File: src/shared/icu_cfg.svh
// Offsets, field positions, reset values and timing counts of the internal clock unit.
`ifndef ICU_CFG_SVH
`define ICU_CFG_SVH
`define ICU_ADDR_CTRL_ONE   2'h0
`define ICU_ADDR_CTRL_TWO   2'h1
`define ICU_ADDR_COARSE     2'h2
`define ICU_ADDR_STATE      2'h3
`define ICU_SEL_HI          7
`define ICU_SEL_LO          6
`define ICU_KEEPALIVE_BIT   0
`define ICU_DIV_HI          7
`define ICU_DIV_LO          6
`define ICU_LOOP_OFF_BIT    3
`define ICU_STATE_HI        3
`define ICU_STATE_LO        2
`define ICU_FINE_BIT        0
`define ICU_SEL_RST         2'h0
`define ICU_DIV_RST         2'h0
`define ICU_COARSE_POR      8'h80
`define ICU_STATE_LOOP      2'h0
`define ICU_STATE_REF       2'h1
`define ICU_NCO_BASE        10'h100
`define ICU_LOOP_SHIFT      9
`define ICU_CLK_KHZ         20000
`define ICU_ACQ_US          1000
`endif

File: src/shared/icu_pkg.sv
// Types shared by the internal clock unit: register port bundle and clock modes.
package icu_pkg;
	typedef struct packed {
		logic [1:0] addr;
		logic [7:0] wdata;
		logic       wr;
		logic       rd;
	} icu_bus_req_t;
	typedef enum logic [2:0] {
		ICU_LOOP_ENGAGED       = 3'h1,
		ICU_LOOP_BYPASSED      = 3'h2,
		ICU_BYPASSED_LOW_POWER = 3'h4
	} icu_mode_t;
endpackage

File: src/hdl/icu_top.sv
// Internal clock unit: source mode control, reference and loop tick models, bus divider.
//
// Function
// - Reset brings up loop engaged mode.
// - Cleared source select enters loop engaged mode.
// - Engaged bus rate is reference times 512 divided.
// - Select set, loop-off clear: bypassed mode.
// - Bypassed bus rate is reference divided.
// - Bypassed mode keeps loop running, unused.
// - Select and loop-off set: low power bypass.
// - Low power bypass stops the loop.
// - Loop-off bit gates the loop in bypass.
// - Read-only field shows the active source.
// - Keepalive bit keeps reference alive in stop.
// - Divider acts on the selected source clock.
// - Coarse adjust sets reference frequency.
// - Fine bit gives smallest reference step.
// - Divider changes take effect immediately.
// - Adjust values survive ordinary reset.
//
// Local design decisions: the register offsets and the plain strobed port.
`include "icu_cfg.svh"
`timescale 1ns/1ns
`default_nettype none

module icu_top #(
	parameter int unsigned ACQ_CYC = `ICU_ACQ_US * `ICU_CLK_KHZ / 1000
) (
	input  wire logic                 ref_clk,
	input  wire logic                 reset,
	input  wire logic                 power_on,
	input  wire logic                 clk_en,
	input  wire icu_pkg::icu_bus_req_t bus,
	input  wire logic                 stop_req,
	output logic [7:0]                rdata,
	output logic                      bus_tick,
	output logic                      ref_run,
	output logic                      loop_run,
	output logic                      loop_locked
);

	logic [1:0]         source_select_r;
	logic               ref_stop_keepalive_r;
	logic [1:0]         bus_divider_select_r;
	logic               loop_off_in_bypass_r;
	logic [7:0]         coarse_adjust_r;
	logic               fine_ref_adjust_r;
	logic [7:0]         rdata_r;
	logic [19:0]        ref_acc_r;
	logic [19:0]        loop_acc_r;
	logic               ref_tick_r;
	logic               loop_tick_r;
	logic               ref_run_r;
	logic               loop_run_r;
	logic [15:0]        lock_cnt_r;
	logic               locked_r;
	logic [3:0]         div_cnt_r;
	logic               bus_tick_r;
	icu_pkg::icu_mode_t mode_r;
	icu_pkg::icu_mode_t mode_nxt;
	icu_pkg::icu_mode_t target_mode;
	logic [9:0]         ref_inc;
	logic [20:0]        ref_sum;
	logic [20:0]        loop_sum;
	logic               src_tick;
	logic [3:0]         div_mask;
	logic [1:0]         source_state;
	logic               wr_ctrl_one;
	logic               wr_ctrl_two;
	logic               wr_coarse;
	logic               wr_state;
	logic               adjust_write;
	logic               seen_r;

	// Write decodes; every address of the two-bit space is mapped.
	assign wr_ctrl_one  = bus.wr && (bus.addr == `ICU_ADDR_CTRL_ONE);
	assign wr_ctrl_two  = bus.wr && (bus.addr == `ICU_ADDR_CTRL_TWO);
	assign wr_coarse    = bus.wr && (bus.addr == `ICU_ADDR_COARSE);
	assign wr_state     = bus.wr && (bus.addr == `ICU_ADDR_STATE);
	assign adjust_write = wr_coarse || wr_state;

	// Control registers return to the engaged configuration on reset; power_on alone does not clear them.
	always_ff @(posedge ref_clk or posedge reset) begin
		if (reset) begin
			source_select_r      <= `ICU_SEL_RST;
			ref_stop_keepalive_r <= 1'b0;
			bus_divider_select_r <= `ICU_DIV_RST;
			loop_off_in_bypass_r <= 1'b0;
		end else if (clk_en) begin
			if (wr_ctrl_one) begin
				source_select_r      <= bus.wdata[`ICU_SEL_HI:`ICU_SEL_LO];
				ref_stop_keepalive_r <= bus.wdata[`ICU_KEEPALIVE_BIT];
			end
			if (wr_ctrl_two) begin
				bus_divider_select_r <= bus.wdata[`ICU_DIV_HI:`ICU_DIV_LO];
				loop_off_in_bypass_r <= bus.wdata[`ICU_LOOP_OFF_BIT];
			end
		end
	end

	// Adjust values clear only at power-on, so a system reset keeps the tuning.
	// survives ordinary reset
	always_ff @(posedge ref_clk or posedge power_on) begin
		if (power_on) begin
			coarse_adjust_r   <= `ICU_COARSE_POR;
			fine_ref_adjust_r <= 1'b0;
		end else if (clk_en) begin
			if (wr_coarse) begin
				coarse_adjust_r <= bus.wdata;
			end
			if (wr_state) begin
				fine_ref_adjust_r <= bus.wdata[`ICU_FINE_BIT];
			end
		end
	end

	// Read port: data stands in the cycle after the strobe, zero otherwise.
	always_ff @(posedge ref_clk or posedge reset) begin
		if (reset) begin
			rdata_r <= 8'h00;
		end else if (clk_en) begin
			rdata_r <= 8'h00;
			if (bus.rd) begin
				case (bus.addr)
					`ICU_ADDR_CTRL_ONE: begin
						rdata_r[`ICU_SEL_HI:`ICU_SEL_LO] <= source_select_r;
						rdata_r[`ICU_KEEPALIVE_BIT]      <= ref_stop_keepalive_r;
					end
					`ICU_ADDR_CTRL_TWO: begin
						rdata_r[`ICU_DIV_HI:`ICU_DIV_LO] <= bus_divider_select_r;
						rdata_r[`ICU_LOOP_OFF_BIT]       <= loop_off_in_bypass_r;
					end
					`ICU_ADDR_COARSE: begin
						rdata_r <= coarse_adjust_r;
					end
					`ICU_ADDR_STATE: begin
						rdata_r[`ICU_STATE_HI:`ICU_STATE_LO] <= source_state;
						rdata_r[`ICU_FINE_BIT]               <= fine_ref_adjust_r;
					end
					default: begin
						rdata_r <= 8'h00;
					end
				endcase
			end
		end
	end
	assign rdata = rdata_r;

	// Requested mode from the select field and the loop-off bit.
	// mode decode
	always_comb begin
		if (source_select_r == `ICU_SEL_RST) begin
			target_mode = icu_pkg::ICU_LOOP_ENGAGED;
		end else if (loop_off_in_bypass_r) begin
			target_mode = icu_pkg::ICU_BYPASSED_LOW_POWER;
		end else begin
			target_mode = icu_pkg::ICU_LOOP_BYPASSED;
		end
	end

	// Run enables, registered so the oscillators start on a clean edge.
	always_ff @(posedge ref_clk or posedge reset) begin
		if (reset) begin
			ref_run_r  <= 1'b1;
			loop_run_r <= 1'b1;
		end else if (clk_en) begin
			ref_run_r  <= !(stop_req && !ref_stop_keepalive_r);
			loop_run_r <= !(stop_req && !ref_stop_keepalive_r)
				&& (target_mode != icu_pkg::ICU_BYPASSED_LOW_POWER);
		end
	end
	assign ref_run  = ref_run_r;
	assign loop_run = loop_run_r;

	// The reference step grows with the adjust value; the base keeps it from stalling.
	// coarse and fine step
	assign ref_inc  = {1'b0, coarse_adjust_r, fine_ref_adjust_r} + `ICU_NCO_BASE;
	assign ref_sum  = {1'b0, ref_acc_r} + 21'(ref_inc);
	assign loop_sum = {1'b0, loop_acc_r} + 21'({ref_inc, {`ICU_LOOP_SHIFT{1'b0}}});

	// Reference tick model: phase accumulator overflow.
	always_ff @(posedge ref_clk or posedge reset) begin
		if (reset) begin
			ref_acc_r  <= 20'h00000;
			ref_tick_r <= 1'b0;
		end else if (clk_en) begin
			ref_tick_r <= ref_run_r && ref_sum[20];
			if (ref_run_r) begin
				ref_acc_r <= ref_sum[19:0];
			end
		end
	end

	// Loop tick model; a stopped loop holds its phase and ticks no more.
	// loop keeps running in bypass unless loop-off is set
	always_ff @(posedge ref_clk or posedge reset) begin
		if (reset) begin
			loop_acc_r  <= 20'h00000;
			loop_tick_r <= 1'b0;
		end else if (clk_en) begin
			loop_tick_r <= loop_run_r && loop_sum[20];
			if (loop_run_r) begin
				loop_acc_r <= loop_sum[19:0];
			end
		end
	end

	// Acquisition counter restarts whenever the loop stops or the adjust changes.
	// lock indication for software
	always_ff @(posedge ref_clk or posedge reset) begin
		if (reset) begin
			lock_cnt_r <= 16'h0000;
			locked_r   <= 1'b0;
		end else if (clk_en) begin
			if (!loop_run_r || adjust_write) begin
				lock_cnt_r <= 16'h0000;
				locked_r   <= 1'b0;
			end else if (lock_cnt_r != 16'(ACQ_CYC)) begin
				lock_cnt_r <= lock_cnt_r + 16'h0001;
			end else begin
				locked_r <= 1'b1;
			end
		end
	end
	assign loop_locked = locked_r;

	// Mode switching waits for a tick of the new source, trading a short stall for
	// a clean handover; the two bypass modes share a source and change at once.
	// switch completes first
	always_comb begin
		mode_nxt = mode_r;
		case (mode_r)
			icu_pkg::ICU_LOOP_ENGAGED: begin
				if ((target_mode != icu_pkg::ICU_LOOP_ENGAGED) && ref_tick_r) begin
					mode_nxt = target_mode;
				end
			end
			icu_pkg::ICU_LOOP_BYPASSED, icu_pkg::ICU_BYPASSED_LOW_POWER: begin
				if (target_mode == icu_pkg::ICU_LOOP_ENGAGED) begin
					if (loop_tick_r) begin
						mode_nxt = icu_pkg::ICU_LOOP_ENGAGED;
					end
				end else begin
					mode_nxt = target_mode;
				end
			end
			default: begin
				mode_nxt = icu_pkg::ICU_LOOP_ENGAGED;
			end
		endcase
	end

	// Mode register.
	// engaged after reset
	always_ff @(posedge ref_clk or posedge reset) begin
		if (reset) begin
			mode_r <= icu_pkg::ICU_LOOP_ENGAGED;
		end else if (clk_en) begin
			mode_r <= mode_nxt;
		end
	end

	assign source_state = (mode_r == icu_pkg::ICU_LOOP_ENGAGED)
		? `ICU_STATE_LOOP : `ICU_STATE_REF;

	assign src_tick = (mode_r == icu_pkg::ICU_LOOP_ENGAGED) ? loop_tick_r : ref_tick_r;
	assign div_mask = 4'((5'h02 << bus_divider_select_r) - 5'h01);

	// Bus divider by two to the power of field plus one.
	always_ff @(posedge ref_clk or posedge reset) begin
		if (reset) begin
			div_cnt_r  <= 4'h0;
			bus_tick_r <= 1'b0;
		end else if (clk_en) begin
			bus_tick_r <= src_tick && ((div_cnt_r & div_mask) == div_mask);
			if (src_tick) begin
				div_cnt_r <= div_cnt_r + 4'h1;
			end
		end
	end
	assign bus_tick = bus_tick_r;

	// Helper for checks: low until the first enabled edge after reset.
	always_ff @(posedge ref_clk or posedge reset) begin
		if (reset) begin
			seen_r <= 1'b0;
		end else if (clk_en) begin
			seen_r <= 1'b1;
		end
	end
endmodule

`default_nettype wire

File: config.mk
export PLATFORM = sky130hd
export DESIGN_NAME = icu_top
export DESIGN_NICKNAME = d
export VERILOG_FILES = /design/src/shared/icu_pkg.sv /design/src/hdl/icu_top.sv
export VERILOG_INCLUDE_DIRS = /design/src /design/src/shared
export SDC_FILE = /design/constraint.sdc
export NUM_CORES = 1
export LEC_CHECK = 0
export BUFFER_PORTS_ARGS = -buffer_cell sky130_fd_sc_hd__buf_2
export CORE_MARGIN = 4
export CORE_UTILIZATION = 58
export CTS_CLUSTER_DIAMETER = 200
export DETAILED_ROUTE_END_ITERATION = 8
export PLACE_DENSITY = 0.77
export SYNTH_ARGS = -nofsm -noshare
export SYNTH_HDL_FRONTEND = slang
export SYNTH_SLANG_ARGS = --single-unit
export TNS_END_PERCENT = 10
File: constraint.sdc
create_clock -name ref_clk -period 3.8 [get_ports ref_clk]
set_input_delay 0.19 -clock ref_clk [delete_from_list [all_inputs] [get_ports ref_clk]]
set_output_delay 0.19 -clock ref_clk [all_outputs]
set_load 0.1 [all_outputs]
==> results of run 1 <==
[state kept, by name, summed over array words and instances (netlist names)]
register,cells
ref_acc_r,20
lock_cnt_r,16
loop_acc_r,11
coarse_adjust_r,8
rdata,8
div_cnt_r,4
mode_r,3
bus_divider_select_r,2
source_select_r,2
bus_tick,1
fine_ref_adjust_r,1
loop_locked,1
loop_off_in_bypass_r,1
loop_run,1
loop_tick_r,1
ref_run,1
ref_stop_keepalive_r,1
ref_tick_r,1
[final timing paths]
| kind | start | to | slack [ns] | cells past startpoint |
|---|---|---|---|---|
| max | fine_ref_adjust_r$_DFFE_PP0P_ | ref_acc_r[18]$_DFFE_PP0P_ | 1.44 | 7 |
| min | bus[7] | coarse_adjust_r[5]$_DFFE_PP0P_ | 0.06 | 2 |
| max reg2reg | fine_ref_adjust_r$_DFFE_PP0P_ | ref_acc_r[18]$_DFFE_PP0P_ | 1.44 | 7 |
| min reg2reg | ref_acc_r[12]$_DFFE_PP0P_ | ref_acc_r[12]$_DFFE_PP0P_ | 0.47 | 1 |
| max in group asynchronous | reset | ref_run$_DFFE_PP1P_ | 2.28 | 4 |
| min in group asynchronous | power_on | coarse_adjust_r[5]$_DFFE_PP0P_ | 0.35 | 3 |
[placed cells by master, fill, tap and decap left out, drive strengths merged, types with 8 or more instances in the layout]
| cell type | instances |
|---|---|
| buf | 30 |
| nand2 | 52 |
| xnor2 | 16 |
| ha | 28 |
| dfrtp | 79 |
| xor2 | 17 |
| o22ai | 8 |
| nand4 | 8 |
| a21oi | 20 |
| o21ai | 40 |
| nor2 | 18 |
| nand3 | 15 |
| mux2 | 22 |
| inv | 25 |
| and3 | 10 |
| clkbuf | 9 |
[power groups by stage]
stage / logic [mW] / registers, mW / clock network (mW)
2_1_floorplan: 1.09 / 1.33 / 0
3_3_place_gp: 1.35 / 1.30 / 0
3_5_place_dp: 1.39 / 1.31 / 0
4_1_cts: 1.40 / 1.30 / 0.662
5_1_grt: 1.58 / 1.33 / 0.700
6_report: 1.41 / 1.30 / 0.644
[critical path, cell delays in order, from the launching register on]
cell	delay [ns]
dfrtp_1	0.43
ha_1	0.26
fa_1	0.45
a211oi_2	0.26
o211ai_1	0.19
a31oi_1	0.39
nor2_1	0.11
xor2_1	0.16
[per-stage QoR]
step                setup slack (ns)  cell area, um^2  util [%]
floorplan                       1.70             4670         -
global placement                1.52             4890      63.0
detailed placement              1.45             4890      63.0
CTS                             1.43             5110      65.8
global route                    1.27             5110      65.8
finish                          1.44             5110      65.8
[area by class of cell]
class	instances	area [um^2]
flip-flops and latches	83	2080
multi-input cells	342	2440
inverters	23	86.3
clock buffers	9	124
clock inverters	7	76.3
fillers	603	2650
repair buffers	32	175
well taps	102	128
[cells by family (layout without fill, tap and decap cells)]
kind of cell	after synthesis	in the layout	share of synthesized area, %
flip-flops	83	83	44.6
buffers and inverters	35	71	3.06
adder cells (fa/ha/maj)	30	30	8.36
XOR/XNOR	33	33	6.19
AND/OR/NAND/NOR	140	140	15.1
multiplexers	23	23	5.84
AO/OA/AOI/OAI	116	116	16.8
[layer usage]
layer  share of wire (%)  track usage [%]
met3                 4.4             3.88
met2                  48             34.1
met1                  46             28.2
met5                   0                0
met4                 1.4             8.09
==> results.md, run 1 <==
* Outcome: complete, no violations
* Inst Count DP at 580
* Layout area overhead at 9.57%
* Bufs on Longest Clock Path at 2
* Syn_area_per_cell at 10.1 um^2
* Final slew viol count at 0
* Switch share at 39.6%
* Unrepaired setup endpoints after global routing: false
* First-pass GRT wire length at 16400 um
* Row count at 32
* Worst min-delay path category: in -> reg
* Max frequency at 423 MHz
* Post-CTS Resized at 0
* Final setup skew at 0.0166 ns
* Ys Warns at 0
* Crit-path max FO at 5
* Drt first-iter violations at 192
* Number of port buffers at 28
* Internal power at 2.02 mW
* P per Cell Area at 655 mW/mm^2
* CTS tree: built
* Synthesized instance count at 460
* Clock-pin slew of the registers on the worst-case setup and hold paths at 0.10 ns
* Cell with the most instances after synthesis: dfrtp_1
* Largest net degree at the start of global routing at 40
* Netlist Area Pre-Place at 0.00467 mm^2
* Final Cycle Share at 62.2%
* Total gr overflow at 0
* Worst endpoint required time at 4.04 ns
* Final Hold Fails at 0
* Startpoint Class: register
* # H-tree levels at 3
* Via density at 5.90
* Gr usage total at 21.0%
* Vias in the first global route at 3429
* Die Ht at 97.7 um
* Clock share of power at 19.2%
* Antenna violations before repair at 0
* Synth top area share at 42.4%
* Leakage power at 2.34 nW
* NumNets Final at 538
* WL final at 9490 um
* Initial DRT Pass Iterations at 6
* Combinational power share at 42.0%
* Die Wd at 97.7 um
* Placer's final routability congestion estimate at 0.910
* Final TNS setup at 0 ns
* CTS sink cnt at 83
* Net load switching power at 1.32 mW
* Diodes inserted at 0
* Worst slew margin at 48.6%
* Die ar. at 0.00955 mm^2
* Kind of critical path: reg -> reg
* Postcts setup bufs at 0
* Arrival @ worst endpoint at 2.60 ns
* Clock buffer count from CTS at 9
* Net count after synthesis at 507
* Clk_lat worst skew at 0.36 ns
* Post-synth EDFFs at 0
* Most instantiated cells after synthesis: 79 x dfrtp_1, 51 x nand2_1, 38 x o21ai_0
* Worst Max-Slew Pin Slew at 0.770 ns
* Clk Tree Root Cell: clkbuf_8
* Post-synthesis async set-or-reset flop share at 100%
* Worst VDD drop at 398 uV
* Sequential-to-total area share from yosys stat at 44.6%
* Biggest area consumer among synthesized cells: dfrtp_1
* Crit path time final at 2.36 ns
* Final hold slack at 0.0554 ns
* Layout cell share with drive strength beyond 1 at 17.7%
* Synth area leaders: dfrtp_1 42%, ha_1 7.5%, mux2_2 4.3%
* DRC Markers at 0
* Sequential Power Share at 38.7%
* Starting Density at 60.1%
* # IOs at 29
* Max cap viols at 0
* Seq cells post-synth at 83
* Total power at 3.35 mW
* Final std cells w/o fill at 598
* CTS Hold Bufs at 2
* HPWL after DPL at 6950 um
* Yosys cell types at 65
* Vias at 3529
* Post-route ant nets at 0
* Core region area at 0.00777 mm^2
* Worst setup EP type: register
* WL/cell at 15.9 um
* Final setup fails at 0
* Synth Flop Type: dfrtp_1
No activity file was read; power rests on OpenSTA's default activity.
==> run 2: changes to the inputs <==
CORE_UTILIZATION = 55   (was 58)
PLACE_DENSITY = 0.76   (was 0.77)
clock period = 1.89 ns   (was 3.8 ns; I/O delays follow)
==> results.md, run 2 (synthesis gave the netlist of run 1 again) <==
* Outcome: complete, but fails checks
* Violated checks: setup timing
* Layout cell share with drive strength beyond 1 at 29.1% (+11 points)
* Final hold slack at 0.0207 ns (-0.0347 ns)
* CP Cell Sequence: ha_2 > fa_2 > a211oi_2 > o211ai_1 > a311oi_2 > nor3_1 > xor2_1
* Initial DRT Pass Iterations at 5 (-1)
* Highest-count cells in the layout ignoring fill and taps: 77 x dfrtp_1, 51 x nand2_1, 45 x buf_4
* Diodes inserted at 0 (unchanged)
* Final slew viol count at 0 (unchanged)
* Worst setup EP type: register
* Top reg by flops: ref_acc_r
* NumNets Final at 588 (+9.3%)
* Gr usage total at 23.0% (+2.0 points)
* R2R depth at 7 (unchanged)
* Vias at 3813 (+8.0%)
* WL/cell at 16.8 um (+6.0%)
* Commonest non-fill, non-tap cell in the layout: dfrtp_1
* R2r startpoint: fine_ref_adjust_r$_DFFE_PP0P_
* Worst endpoint required time at 2.14 ns (-1.90 ns)
* Filler cells at 595 (-1.3%)
* Crit-path max FO at 3 (-2)
* Bufs on Longest Clock Path at 2 (unchanged)
* Largest net degree at the start of global routing at 27 (-33%)
* Leakage power at 2.58 nW (+10%)
* Multi-input gate area at 0.00258 mm^2 (+5.8%)
* Hold depth at 2 (unchanged)
* Unrepaired setup endpoints after global routing: true
* Clk_lat worst skew at 0.36 ns (about the same)
* Switch share at 39.5% (about the same)
* Crit path time final at 2.06 ns (-0.308 ns)
* Internal power at 4.67 mW (+130%)
* HPWL after DPL at 7840 um (+13%)
* Largest registers: ref_acc_r x20, lock_cnt_r x16, loop_acc_r x11
* Layout area overhead at 21.6%
* Worst VDD drop at 723 uV (+82%)
* Die ar. at 0.0100 mm^2 (+5.0%)
* WL final at 11000 um (+15%)
* Max cap viols at 0 (unchanged)
* Number of port buffers at 28 (unchanged)
* Clock buffer count from CTS at 9 (unchanged)
* Number of flip-flops in the largest register at 20 (unchanged)
* Kind of critical path: reg -> reg
* CP max-delay cell: dfrtp_1
* Sequential Power Share at 33.7% (-5.0 points)
* Critical R2R Capture: ref_acc_r[12]$_DFFE_PP0P_
* Max frequency at 486 MHz (+15%)
* Placer's final routability congestion estimate at 0.858 (-5.7%)
* Starting Density at 56.8% (-3.3 points)
* R2R setup slack at -0.17 ns (-1.60 ns)
* Placed inst area at 0.00525 mm^2 (+7.2%)
* Clk Tree Root Cell: clkbuf_8
* Worst min-delay path category: in -> reg
* Row count at 33 (+3.1%)
* Worst Max-Slew Pin Slew at 0.731 ns (-0.0394 ns)
* DRC Markers at 0 (unchanged)
* CTS sink cnt at 83 (unchanged)
* First-pass GRT wire length at 18500 um (+12%)
* Via density at 5.86 (-0.75%)
* Net load switching power at 3.05 mW (+130%)
* Final setup skew at 0.00805 ns (-0.00857 ns)
* Worst Slack Setup Final at -0.166 ns (-1.60 ns)
* Final setup fails at 13 (+13)
* FF+latch area at 0.00208 mm^2 (+0.12%)
* P per Cell Area at 1360 mW/mm^2 (+110%)
* Final Hold Fails at 0 (unchanged)
* Vias in the first global route at 3999 (+17%)
* Core region area at 0.00822 mm^2 (+5.8%)
* Clock-pin slew of the registers on the worst-case setup and hold paths at 0.09 ns (about the same)
* Antenna violations before repair at 0 (unchanged)
* Die Ht at 100 um (+2.5%)
* Worst Hold Endpoint: bus_divider_select_r[1]$_DFFE_PP0P_
* Combinational power share at 48.7% (+6.7 points)
* Post-route ant nets at 0 (unchanged)
* Final instance area at 0.00568 mm^2 (+11%)
* Die Wd at 100 um (+2.5%)
* Final Cycle Share at 109% (+47 points)
* # H-tree levels at 3 (unchanged)
* CP peak stage delay at 0.42 ns (-0.03 ns)
* CTS tree: built
* # IOs at 29 (unchanged)
* Arrival @ worst endpoint at 2.31 ns (-0.29 ns)
* Total gr overflow at 0 (unchanged)
* Drt first-iter violations at 226 (+18%)
* Clock share of power at 17.5% (-1.7 points)
* Min-delay src: bus[9]
* Worst slew margin at 51.2% (+2.7 points)
* Startpoint Class: register
-- run 2: changes by cell type in the layout (fill, tap and decap cells not counted), sizes merged --
cell / before / now
buf: 30 / 74
dlygate4sd3: 2 / 8
clkinv: 2 / 0
clkinvlp: 2 / 4
-- run 2: metrics by stage --
step / utilization (%) / std cells / worst slack (ns) / power, mW / TNS, ns
6_report: 69.1 / 651 / -0.166 / 7.72 / -1.20
5_1_grt: 69.1 / 651 / -0.287 / 8.27 / -3.35
4_1_cts: 68.2 / 651 / -0.168 / 7.52 / -1.28
3_5_place_dp: 63.9 / 626 / -0.225 / 5.97 / -2.38
3_3_place_gp: 63.9 / 626 / -0.161 / 5.80 / -1.32
2_1_floorplan: - / 460 / -0.107 / 4.89 / -0.528
-- run 2: critical path: cells and delay by family, from the launching register on --
kind,cells,cell delay [ns]
AO/OA/AOI/OAI,3,0.72
XOR/XNOR,1,0.14
adder cells (fa/ha/maj),2,0.58
flip-flops,1,0.42
AND/OR/NAND/NOR,1,0.09
-- run 2: layout make-up --
cell class                      instances  share of cell area (%)
Clock buffer                            9                    2.18
Multi-Input combinational cell        342                    45.5
Clock inverter                          7                    1.48
Tap cell                              105                    2.31
Inverter                               23                    1.59
Sequential cell                        83                    36.7
Timing Repair Buffer                   82                    10.2
-- run 2: what timing repair did --
item                                   CTS  global route
pin swaps                               10             4
setup endpoints to repair               22            30
hold buffers                             8             0
gates resized for setup                 14            18
buffers inserted                         1             0
endpoints found under the hold margin   37             0
-- run 2: how the worst max path moves through the flow --
stage | startpoint | to
6_report | fine_ref_adjust_r$_DFFE_PP0P_ | ref_acc_r[12]$_DFFE_PP0P_
5_1_grt | coarse_adjust_r[2]$_DFFE_PP0P_ | ref_acc_r[16]$_DFFE_PP0P_
4_1_cts | fine_ref_adjust_r$_DFFE_PP0P_ | ref_acc_r[16]$_DFFE_PP0P_
3_5_place_dp | fine_ref_adjust_r$_DFFE_PP0P_ | ref_acc_r[12]$_DFFE_PP0P_
3_3_place_gp | fine_ref_adjust_r$_DFFE_PP0P_ | ref_acc_r[10]$_DFFE_PP0P_
2_1_floorplan | fine_ref_adjust_r$_DFFE_PP0P_ | ref_acc_r[12]$_DFFE_PP0P_
-- run 2: per-layer routing --
metal | wire length [um] | global-route usage (%)
met1 | 4700 | 28.5
met2 | 5530 | 40.1
met3 | 521 | 4.73
met4 | 207 | 7.98
met5 | 0 | 0
-- run 2: power groups by stage --
stage,Clock [mW],Combinational (mW),Sequential [mW]
CTS,1.37,3.57,2.58
floorplan,0,2.21,2.68
global route,1.45,4.16,2.66
detailed placement,0,3.38,2.60
finish,1.35,3.76,2.61
global placement,0,3.23,2.57
